[config.mk]
export PLATFORM = sky130hd
export DESIGN_NAME = qub_host_port
export DESIGN_NICKNAME = d
export VERILOG_FILES = /design/src/inc/qub_pkg.sv /design/src/core/qub_host_port.sv
export SDC_FILE = /design/constraint.sdc
export NUM_CORES = 1
export LEC_CHECK = 0
export ABC_AREA = 1
export BUFFER_PORTS_ARGS = -buffer_cell sky130_fd_sc_hd__buf_2
export CORE_UTILIZATION = 53
export DETAILED_ROUTE_END_ITERATION = 10
export HOLD_SLACK_MARGIN = 0.12
export PLACE_DENSITY = 0.94
export SLEW_MARGIN = 30
export SYNTH_ARGS = -nofsm -noshare
export SYNTH_HDL_FRONTEND = slang
export SYNTH_SLANG_ARGS = --single-unit
[constraint.sdc]
create_clock -name i_clk_sys -period 6.9 [get_ports i_clk_sys]
set_clock_uncertainty 0.15 [all_clocks]
set_input_delay 1.035 -clock i_clk_sys [delete_from_list [all_inputs] [get_ports i_clk_sys]]
set_output_delay 1.035 -clock i_clk_sys [all_outputs]
set_load 0.005 [all_outputs]
[src/inc/qub_pkg.sv]
// Constants, pin and request structs for the quad serial host port
//
// Contract
// - Strap high selects separate-strobe bus style, strap low selects read/write-line style.
// - Read/write-line style: write pin is direction, reset is active low, read ignored.
// - Read/write-line style: four channel interrupts OR onto one open-source output.
// - Three register address bits pick the register inside the chosen channel.
// - Read/write-line style: two channel bits pick a channel only while select low.
// - Separate-strobe style: channel bit pins act as second and third channel selects.
// - Read/write-line style: low common select enables all channels; bits pick one.
// - Separate-strobe style: transfers happen only for channels whose select is low.
// - Separate-strobe style: common select pin is the first channel's select.
// - Separate-strobe style: falling read strobe drives addressed register onto data bus.
// - Separate-strobe style: falling write strobe stores data bus into addressed register.
package qub_pkg;

    localparam int          QUB_N_CHAN       = 4;
    localparam int          QUB_DATA_W       = 8;
    localparam int          QUB_ADDR_W       = 3;
    localparam int          QUB_CHA_W        = 2;
    localparam logic        QUB_STYLE_STROBE = 1'b1;  // Strap level for separate strobes
    localparam logic        QUB_STRAP_RST    = 1'b1;  // Pulled-up strap value
    localparam logic        QUB_RW_READ      = 1'b1;  // Direction pin level for a read
    localparam logic [3:0]  QUB_CHAN_ONE     = 4'h1;
    localparam logic [3:0]  QUB_CHAN_NONE    = 4'h0;
    localparam logic [7:0]  QUB_DATA_RST     = 8'h00;

    // Host pins as sampled, all captured together
    typedef struct packed {
        logic                  strap;
        logic                  reset_pin;
        logic                  read_strobe_low;
        logic                  write_strobe_low;
        logic                  first_channel_select_low;
        logic [QUB_CHA_W-1:0]  channel_address_bits;
        logic                  fourth_channel_select_low;
        logic [QUB_ADDR_W-1:0] register_address_bits;
        logic [QUB_DATA_W-1:0] data;
    } qub_pins_t;

    localparam qub_pins_t QUB_PINS_RST = '{strap: QUB_STRAP_RST, reset_pin: 1'b0,
        read_strobe_low: 1'b1, write_strobe_low: 1'b1, first_channel_select_low: 1'b1,
        channel_address_bits: 2'h0, fourth_channel_select_low: 1'b1,
        register_address_bits: 3'h0, data: 8'h00};

    // Register write toward the channel cores
    typedef struct packed {
        logic                  valid;
        logic [QUB_N_CHAN-1:0] chan;
        logic [QUB_ADDR_W-1:0] addr;
        logic [QUB_DATA_W-1:0] data;
    } qub_wr_t;

    // Register read toward the channel cores
    typedef struct packed {
        logic                  valid;
        logic [QUB_N_CHAN-1:0] chan;
        logic [QUB_ADDR_W-1:0] addr;
    } qub_rd_t;

endpackage : qub_pkg
[src/core/qub_host_port.sv]
// Host bus front end with strap-selected bus style for four serial channels
module qub_host_port #(
    parameter int N_CHAN = qub_pkg::QUB_N_CHAN
) (
    input  wire logic                                         i_clk_sys,
    input  wire logic                                         i_rst_n,
    input  wire logic                                         i_style_strap,
    input  wire logic                                         i_reset_pin,
    input  wire logic                                         i_read_strobe_low,
    input  wire logic                                         i_write_strobe_low,
    input  wire logic                                         i_first_channel_select_low,
    input  wire logic [qub_pkg::QUB_CHA_W-1:0]                i_channel_address_bits,
    input  wire logic                                         i_fourth_channel_select_low,
    input  wire logic [qub_pkg::QUB_ADDR_W-1:0]               i_register_address_bits,
    input  wire logic [qub_pkg::QUB_DATA_W-1:0]               i_data,
    input  wire logic [qub_pkg::QUB_N_CHAN-1:0]               i_chan_irq,
    input  wire logic [qub_pkg::QUB_N_CHAN-1:0][qub_pkg::QUB_DATA_W-1:0] i_rd_data,
    output logic [qub_pkg::QUB_DATA_W-1:0]                    o_data,
    output logic                                              o_data_oe,
    output qub_pkg::qub_wr_t                                  o_wr,
    output qub_pkg::qub_rd_t                                  o_rd,
    output logic                                              o_chan_reset,
    output logic [qub_pkg::QUB_N_CHAN-1:0]                    o_chan_irq,
    output logic                                              o_irq,
    output logic                                              o_irq_oe,
    output logic                                              o_style_strobe
);
    import qub_pkg::*;

    // Only four channels fit two channel bits and four select pins
    if (N_CHAN != QUB_N_CHAN) begin : g_bad_chan
        $error("qub_host_port: channel count must be four");
    end

    ////////////////////////////////////////////////////////////////////////////
    // Reset release and pin synchronisers

    logic      rst_meta;
    logic      rst_sync;
    qub_pins_t pin_raw;
    qub_pins_t pin_meta;
    qub_pins_t pin_cur;
    qub_pins_t pin_prev;

    assign pin_raw = '{strap: i_style_strap, reset_pin: i_reset_pin,
        read_strobe_low: i_read_strobe_low, write_strobe_low: i_write_strobe_low,
        first_channel_select_low: i_first_channel_select_low,
        channel_address_bits: i_channel_address_bits,
        fourth_channel_select_low: i_fourth_channel_select_low,
        register_address_bits: i_register_address_bits, data: i_data};

    // Two-flop reset release
    always_ff @(posedge i_clk_sys or negedge i_rst_n) begin
        if (!i_rst_n) begin
            rst_meta <= 1'b0;
            rst_sync <= 1'b0;
        end else begin
            rst_meta <= 1'b1;
            rst_sync <= rst_meta;
        end
    end

    // strap defaults high
    // Pin sync, third stage for edges and read/write-line style write capture
    always_ff @(posedge i_clk_sys or negedge rst_sync) begin
        if (!rst_sync) begin
            pin_meta <= QUB_PINS_RST;
            pin_cur  <= QUB_PINS_RST;
            pin_prev <= QUB_PINS_RST;
        end else begin
            pin_meta <= pin_raw;
            pin_cur  <= pin_meta;
            pin_prev <= pin_cur;
        end
    end

    ////////////////////////////////////////////////////////////////////////////
    // Bus style decode

    logic                  style_strobe;
    logic [N_CHAN-1:0]     sel_strobe;
    logic [N_CHAN-1:0]     sel_rw;
    logic [N_CHAN-1:0]     sel_rw_prev;
    logic [N_CHAN-1:0]     sel_now;
    logic                  rd_fall;
    logic                  wr_fall;
    logic                  cs_fall;
    logic                  cs_rise;
    logic                  rd_start;
    logic                  wr_event;
    logic                  rd_active;
    logic [N_CHAN-1:0]     wr_chan;
    logic [QUB_ADDR_W-1:0] wr_addr;
    logic [QUB_DATA_W-1:0] wr_data;
    logic [QUB_DATA_W-1:0] rd_mux;
    logic                  next_reset;

    assign style_strobe = (pin_cur.strap == QUB_STYLE_STROBE);

    assign sel_strobe = ~{pin_cur.fourth_channel_select_low, pin_cur.channel_address_bits[1],
                          pin_cur.channel_address_bits[0], pin_cur.first_channel_select_low};

    assign sel_rw      = pin_cur.first_channel_select_low ? QUB_CHAN_NONE
                       : (QUB_CHAN_ONE << pin_cur.channel_address_bits);
    assign sel_rw_prev = pin_prev.first_channel_select_low ? QUB_CHAN_NONE
                       : (QUB_CHAN_ONE << pin_prev.channel_address_bits);
    assign sel_now     = style_strobe ? sel_strobe : sel_rw;

    // Strobe edges on the synchronised pins
    assign rd_fall = pin_prev.read_strobe_low & ~pin_cur.read_strobe_low;
    assign wr_fall = pin_prev.write_strobe_low & ~pin_cur.write_strobe_low;
    assign cs_fall = pin_prev.first_channel_select_low & ~pin_cur.first_channel_select_low;
    assign cs_rise = ~pin_prev.first_channel_select_low & pin_cur.first_channel_select_low;

    // read/write-line style: read pin unused, direction from write pin
    assign rd_start = style_strobe ? (rd_fall & (|sel_strobe))
                    : (cs_fall & (pin_cur.write_strobe_low == QUB_RW_READ));
    assign rd_active = style_strobe ? (~pin_cur.read_strobe_low & (|sel_strobe))
                     : (~pin_cur.first_channel_select_low & (pin_cur.write_strobe_low == QUB_RW_READ));

    // write on falling strobe; other style at end of select
    assign wr_event = style_strobe ? (wr_fall & (|sel_strobe))
                    : (cs_rise & (pin_prev.write_strobe_low != QUB_RW_READ));
    assign wr_chan  = style_strobe ? sel_strobe : sel_rw_prev;
    assign wr_addr  = style_strobe ? pin_cur.register_address_bits : pin_prev.register_address_bits;
    assign wr_data  = style_strobe ? pin_cur.data : pin_prev.data;

    always_comb begin
        rd_mux = QUB_DATA_RST;
        for (int i = 0; i < N_CHAN; i++) begin
            if (sel_now[i]) begin
                rd_mux = rd_mux | i_rd_data[i];
            end
        end
    end

    assign next_reset = style_strobe ? pin_cur.reset_pin : ~pin_cur.reset_pin;

    ////////////////////////////////////////////////////////////////////////////
    // Registered outputs

    // Host data bus and requests
    always_ff @(posedge i_clk_sys or negedge rst_sync) begin
        if (!rst_sync) begin
            o_data    <= QUB_DATA_RST;
            o_data_oe <= 1'b0;
            o_wr      <= '0;
            o_rd      <= '0;
        end else begin
            o_data    <= rd_mux;
            o_data_oe <= rd_active;
            o_wr      <= '{valid: wr_event, chan: wr_chan, addr: wr_addr, data: wr_data};
            o_rd      <= '{valid: rd_start, chan: sel_now, addr: pin_cur.register_address_bits};
        end
    end

    always_ff @(posedge i_clk_sys or negedge rst_sync) begin
        if (!rst_sync) begin
            o_chan_reset   <= 1'b1;
            o_chan_irq     <= QUB_CHAN_NONE;
            o_irq          <= 1'b0;
            o_irq_oe       <= 1'b0;
            o_style_strobe <= QUB_STRAP_RST;
        end else begin
            o_chan_reset   <= next_reset;
            o_chan_irq     <= style_strobe ? i_chan_irq : QUB_CHAN_NONE;
            o_irq          <= ~style_strobe & (|i_chan_irq);
            o_irq_oe       <= ~style_strobe & (|i_chan_irq);
            o_style_strobe <= style_strobe;
        end
    end
endmodule : qub_host_port

==> summary.md, run 1 <==
| Metric | Value |
|---|---|
| Vias in the first global route | `2045` |
| Crit Path Category | `register to output pin` |
| Synth warn | `0` |
| Die area | `6100 sq um` |
| # nets final | `419` |
| Sequential Power Share | `0.604` |
| Cts bufs inserted | `9` |
| Max-Slew Margin vs Limit | `0.627` |
| Port Buffers | `97` |
| Drt total wl | `5500 um` |
| Pin count of the biggest net entering global routing | `47` |
| H-tree depth | `3` |
| Via count | `2029` |
| Initial antenna violation count | `0` |
| Commonest non-fill, non-tap cell in the layout | `nand2_1` |
| DP Area | `around 3600 sq um` |
| Worst hold path class | `register to asynchronous set/reset pin` |
| Worst vdd ir | `~0.16 mV` |
| Die height | `78.1 um` |
| First-pass GRT wire length | `8980 um` |
| Syn Nets | `318` |
| Setup TNS | `0 ns` |
| Least-Margin Pin Slew | `0.560 ns` |
| Status | `complete, no violations` |
| Setup Viol. Count Final | `0` |
| Mapped Cells | `approximately 260` |
| Fin worst setup slack | `4.75 ns` |
| # Post-CTS Setup Buffers | `0` |
| Cell taking the most area after synthesis | `dfrtp_1` |
| Avg Cell Area, Syn | `around 12 sq um` |
| Critical Path AT | `0.96 ns` |
| # hold bufs at CTS | `0` |
| CTS sink count | `93` |
| Most frequent cells in the layout | `nand2_1 (105), buf_2 (97), dfrtp_1 (77)` |
| Die Wd | `78.1 um` |
| Fmax | `466 MHz` |
| Logic pwr share | `0.079` |
| CP top delay family | `flip-flops` |
| Pre-antenna DRT Iters | `7` |
| Area grow syn2layout | `23.4%` |
| Wire length per cell | `roughly 13 um` |
| Psw | `~0.23 mW` |
| Clk slew on worst S/H paths | `0.09 ns` |
| Root Buffer | `clkbuf_8` |
| Design Area, Final | `approximately 3800 sq um` |
| CP Max Fanout | `1` |
| Leak Pwr | `2.07 nW` |
| Crit path cell chain | `buf_2` |
| Maxcap violations | `0` |
| Sequential cell area fraction in the yosys report | `0.764` |
| CTS tree | `done` |
| WP data required | `5.71 ns` |
| Core area | `5540 sq um` |
| Routed Antenna Nets | `0` |
| Clk network pwr share | `0.317` |
| Dpl ws | `approximately 5.1 ns` |
| Crit. Startpoint | `o_chan_reset` |
| Slowest CP cell | `dfstp_2` |
| Clk buf depth | `2` |
| Sw Share | `0.236` |
| Nature of the critical path startpoint | `register` |
| Hold WS | `around 0.18 ns` |
| Yosys reg bits | `93` |
| Distinct cells, synth | `18` |
| Final Hold Viols | `0` |
| RSZ-0062 raised after global routing | `false` |
| Final Max Tran Viols | `0` |
| Final period util | `0.311` |
| Fin crit period | `between 2 and 2.5 ns` |
| # DRC | `0` |
| DR vias/cell | `4.62` |
| Antenna cells | `0` |
| Largest stage delay, worst path | `0.52 ns` |
| Post-route insts no fill | `approximately 440` |
| Gr ovfl total | `0` |
| Mapped Area | `3070 sq um` |
| Top-area cell type share of the netlist area | `0.636` |
| All-Layer GR Usage | `0.197` |
| Leading post-synthesis cells by cell area | `dfrtp_1 (64%), dfstp_2 (13%), nand2_1 (13%)` |
| Reg2reg start | `style_strobe` |
| Initial core utilization | `0.554` |
| GPL Wtd Cong | `around 0.78` |
| Int Power | `0.760 mW` |
| Inst Count DP | `between 400 and 500` |
| Clk_lat worst skew | `between 0.3 and 0.4 ns` |
| # IOs | `between 90 and 100` |
| First DRT Iteration DRCs | `about 150` |
| Crit path buffers/inverters | `1` |
| Crit. End Element | `output pin` |
| Layout cell share with drive strength beyond 1 | `0.371` |
| Final HPWL from detailed placement | `between 4000 and 5000 um` |
| Pwr/cell area | `roughly 260 nW/um^2` |
| Site row count | `27` |
| Post-cts sizing count | `0` |
routing by layer:
layer / wire (um) / global-route usage
met1: 2090 / 0.233
met2: 3000 / 0.330
met3: 251 / 0.0337
met4: 151 / 0.133
met5: 0 / 0
logic make-up (layout without fill, tap and decap cells):
kind of cell    count (synthesis)  after routing  synth area share
other cells                     1              1           0.00122
xor+xnor                        1              1           0.00285
buf+inv                        38            144            0.0567
simple gates                  121            121             0.163
flops                          93             93             0.764
compound gates                  7              7            0.0114
sequential cells by signal (all words and copies together) (netlist names):
signal / count
style_strobe: 1
o_chan_irq: 4
rst_sync: 1
o_style_strobe: 1
rst_meta: 1
pin_meta: 19
o_chan_reset: 1
o_data: 8
o_irq: 1
o_rd: 8
o_wr: 16
o_data_oe: 1
pin_prev: 13
pin_cur: 18
power groups by stage:
stage	registers [mW]	clock network (mW)	logic, mW
after floorplan	0.612	0	0.0331
after global placement	0.614	0	0.0695
after detailed placement	0.612	0	0.0797
after CTS	0.602	0.324	0.0798
after global routing	0.605	0.351	0.0897
final	0.601	0.315	0.0787
synth_stat cells:
cell type / count
nand2_2: 1
nand4_1: 2
nor2_1: 4
or2_2: 2
nand2_4: 3
buf_4: 6
xnor2_1: 1
buf_6: 1
o21ai_0: 7
nor4_1: 1
conb_1: 1
nand2_1: 105
buf_2: 1
inv_1: 30
nor2_4: 1
dfrtp_1: 78
dfstp_2: 15
nand3_1: 2
cell type report:
type / instances / area (sq um)
inverters: 30 / 113
repair buffers: 98 / 505
clock buffers: 11 / 141
flip-flops and latches: 93 / 2350
clock inverters: 5 / 37.5
fillers: 428 / 1750
well taps: 72 / 90.1
multi-input cells: 130 / 549
metrics by stage:
stage | utilization | total power [mW]
after floorplan | - | 0.645
after global placement | 0.647 | 0.684
after detailed placement | 0.651 | 0.692
after CTS | 0.683 | 1.01
after global routing | 0.683 | 1.05
final | 0.683 | 0.995
path summary, 6_finish.rpt:
kind	end	slack, ns	depth (start not counted)
worst min register to register	pin_meta[0]	0.18	0
worst min-delay path	pin_meta[0]	0.18	0
min in group i_clk_sys	pin_cur[13]	0.20	0
max in group asynchronous	o_chan_reset	5.76	1
worst max-delay path	o_chan_reset	4.75	1
worst max register to register	o_wr[13]	5.12	3
No activity file was read; power rests on OpenSTA's default activity.
==> run 2: changes to the inputs <==
CORE_UTILIZATION = 50   (was 53)
PLACE_DENSITY = 0.9   (was 0.94)
clock period = 2.1 ns   (was 6.9 ns; I/O delays follow)
==> run 2 against run 1 <==
  * First-iteration DRC count shrank 6.6%
  * Final cell count grew 13%
  * Combinational power grew to 4.9 times the previous value
  * Critical path type is now register to register
  * Critical endpoint is now o_data[3]
  * Sequential share of layout area shrank 8.4 points
  * Critical path depth grew 7
==> summary.md, run 2 (synthesized netlist as in run 1, its figures left out) <==
| Metric | Value |
|---|---|
| Vias in the first global route | `2406` |
| Layout cell share with drive strength beyond 1 | `0.338` |
| Final Power | `3.54 mW` |
| DR vias/cell | `between 4 and 5` |
| Sequential Power Share | `0.553` |
| Die area | `6460 sq um` |
| # IOs | `98` |
| Worst hold path class | `primary input to register` |
| First-pass GRT wire length | `10600 um` |
| Hold WS | `0.137 ns` |
| Worst vdd ir | `0.464 mV` |
| Nature of the critical path startpoint | `register` |
| Crit path buffers/inverters | `3` |
| GPL Wtd Cong | `0.774` |
| Final Max Tran Viols | `0` |
| Final period util | `0.954` |
| Clk buf depth | `2` |
| # nets final | `about 480` |
| Max-Slew Margin vs Limit | `0.451` |
| Sw Share | `0.231` |
| Most frequent cells in the layout | `nand2_1 (104), buf_2 (97), dfrtp_1 (77)` |
| Antenna cells | `0` |
| Wire length per cell | `13.8 um` |
| First DRT Iteration DRCs | `between 100 and 150` |
| Final Hold Viols | `0` |
| Slowest CP cell | `dfstp_2` |
| Pwr/cell area | `809 nW/um^2` |
| Critical Path AT | `2.09 ns` |
| Maxcap violations | `0` |
| Leak Pwr | `2.34 nW` |
| Via count | `2339` |
| Cts bufs inserted | `9` |
| Clk slew on worst S/H paths | `0.09 ns` |
| Pin count of the biggest net entering global routing | `49` |
| Initial antenna violation count | `0` |
| # DRC | `0` |
| Int Power | `2.72 mW` |
| Crit path cell chain | `inv_1 > nand2_2 > nand2_2 > nand2_1 > nand2_1 > dlygate4sd3_1 > inv_1 > nand2_1` |
| Area grow syn2layout | `42.6%` |
| Top reg by flops | `pin_meta` |
| Fillers | `approximately 380` |
| Least-Margin Pin Slew | `0.821 ns` |
| Gr ovfl total | `0` |
| Max reg flops | `19` |
| Psw | `0.819 mW` |
| Port Buffers | `97` |
| Die height | `80.3 um` |
| Crit Path Category | `register to register` |
| Root Buffer | `clkbuf_8` |
| Routed Antenna Nets | `0` |
| Initial core utilization | `0.518` |
| Fmax | `approximately 500 MHz` |
| Fin crit period | `2.00 ns` |
| CTS tree | `done` |
| All-Layer GR Usage | `0.231` |
| Die Wd | `80.3 um` |
| Status | `complete, no violations` |
| Largest stage delay, worst path | `0.60 ns` |
| Commonest non-fill, non-tap cell in the layout | `nand2_1` |
| Site row count | `28` |
| Logic pwr share | `0.108` |
| Clk_lat worst skew | `0.34 ns` |
| Setup Viol. Count Final | `0` |
| CTS sink count | `93` |
| Most numerous cell on the critical path | `nand2_1` |
| H-tree depth | `3` |
| Clk network pwr share | `0.339` |
| WP data required | `2.19 ns` |
| Pre-antenna DRT Iters | `4` |
| Final Util | `0.739` |
| Crit. End Element | `register` |
| Biggest regs | `pin_meta: 19 flops, pin_cur: 18 flops, o_wr: 16 flops` |
| Final HPWL from detailed placement | `3980 um` |
| Core area | `5920 sq um` |
| CP top delay family | `buffers and inverters` |
| Drt total wl | `6870 um` |
| CP Max Fanout | `5` |
run 2: repair_timing:
action                                  in CTS  in global routing
endpoints found under the setup margin       0                  4
resized for setup                            0                  3
setup buffers                                0                  1
hold buffers                                52                  0
hold endpoints to repair                    51                  0
run 2: worst reg2reg max path: cells and delay by family, from the launching register on:
family / cells / cell delay (ns)
buf+inv: 3 / 0.71
simple gates: 5 / 0.42
flops: 1 / 0.60
run 2: per-layer routing:
layer,GRT usage,vias to the layer above,wire [um]
met4,0.177,0,295
met3,0.0409,30,289
met5,0,-,0
li1,-,1086,-
met1,0.253,1128,2520
met2,0.397,95,3770
run 2: path summary, 6_finish.rpt:
path                          startpoint           end  slack, ns  cells past startpoint
hold reg to reg                 rst_sync  pin_meta[15]       0.20                      0
min in group asynchronous       rst_sync  pin_meta[15]       0.20                      0
max in group asynchronous       rst_sync     o_data[4]       0.35                      1
hold / removal             i_rd_data[27]     o_data[3]       0.14                      5
setup reg to reg             pin_cur[14]     o_data[3]        0.1                      8
setup / recovery             pin_cur[14]     o_data[3]        0.1                      8
run 2: final cells by class:
cell class	instances	area (sq um)	area share
multi-input cells	131	568	0.130
flip-flops and latches	93	2350	0.537
clock inverters	5	56.3	0.0129
inverters	30	113	0.0257
clock buffers	11	151	0.0346
well taps	75	93.8	0.0214
repair buffers	153	1050	0.239
run 2: power by group through the flow:
stage | clock [mW] | sequential, mW | combinational, mW
after detailed placement | 0 | 2.00 | 0.276
final | 1.20 | 1.96 | 0.383
after floorplan | 0 | 2.01 | 0.109
after global placement | 0 | 1.99 | 0.264
after CTS | 1.23 | 1.96 | 0.366
after global routing | 1.30 | 1.97 | 0.429
run 2: metrics by stage:
stage / instance area [sq um] / setup slack (ns) / std cells / setup TNS (ns)
finish: 4380 / 0.0960 / 498 / 0
global route: 4380 / -0.0191 / 498 / -0.0191
CTS: 4350 / 0.140 / 496 / 0
detailed placement: 3630 / 0.685 / 428 / 0
floorplan: 3070 / 0.398 / 261 / 0
global placement: 3630 / 0.697 / 428 / 0
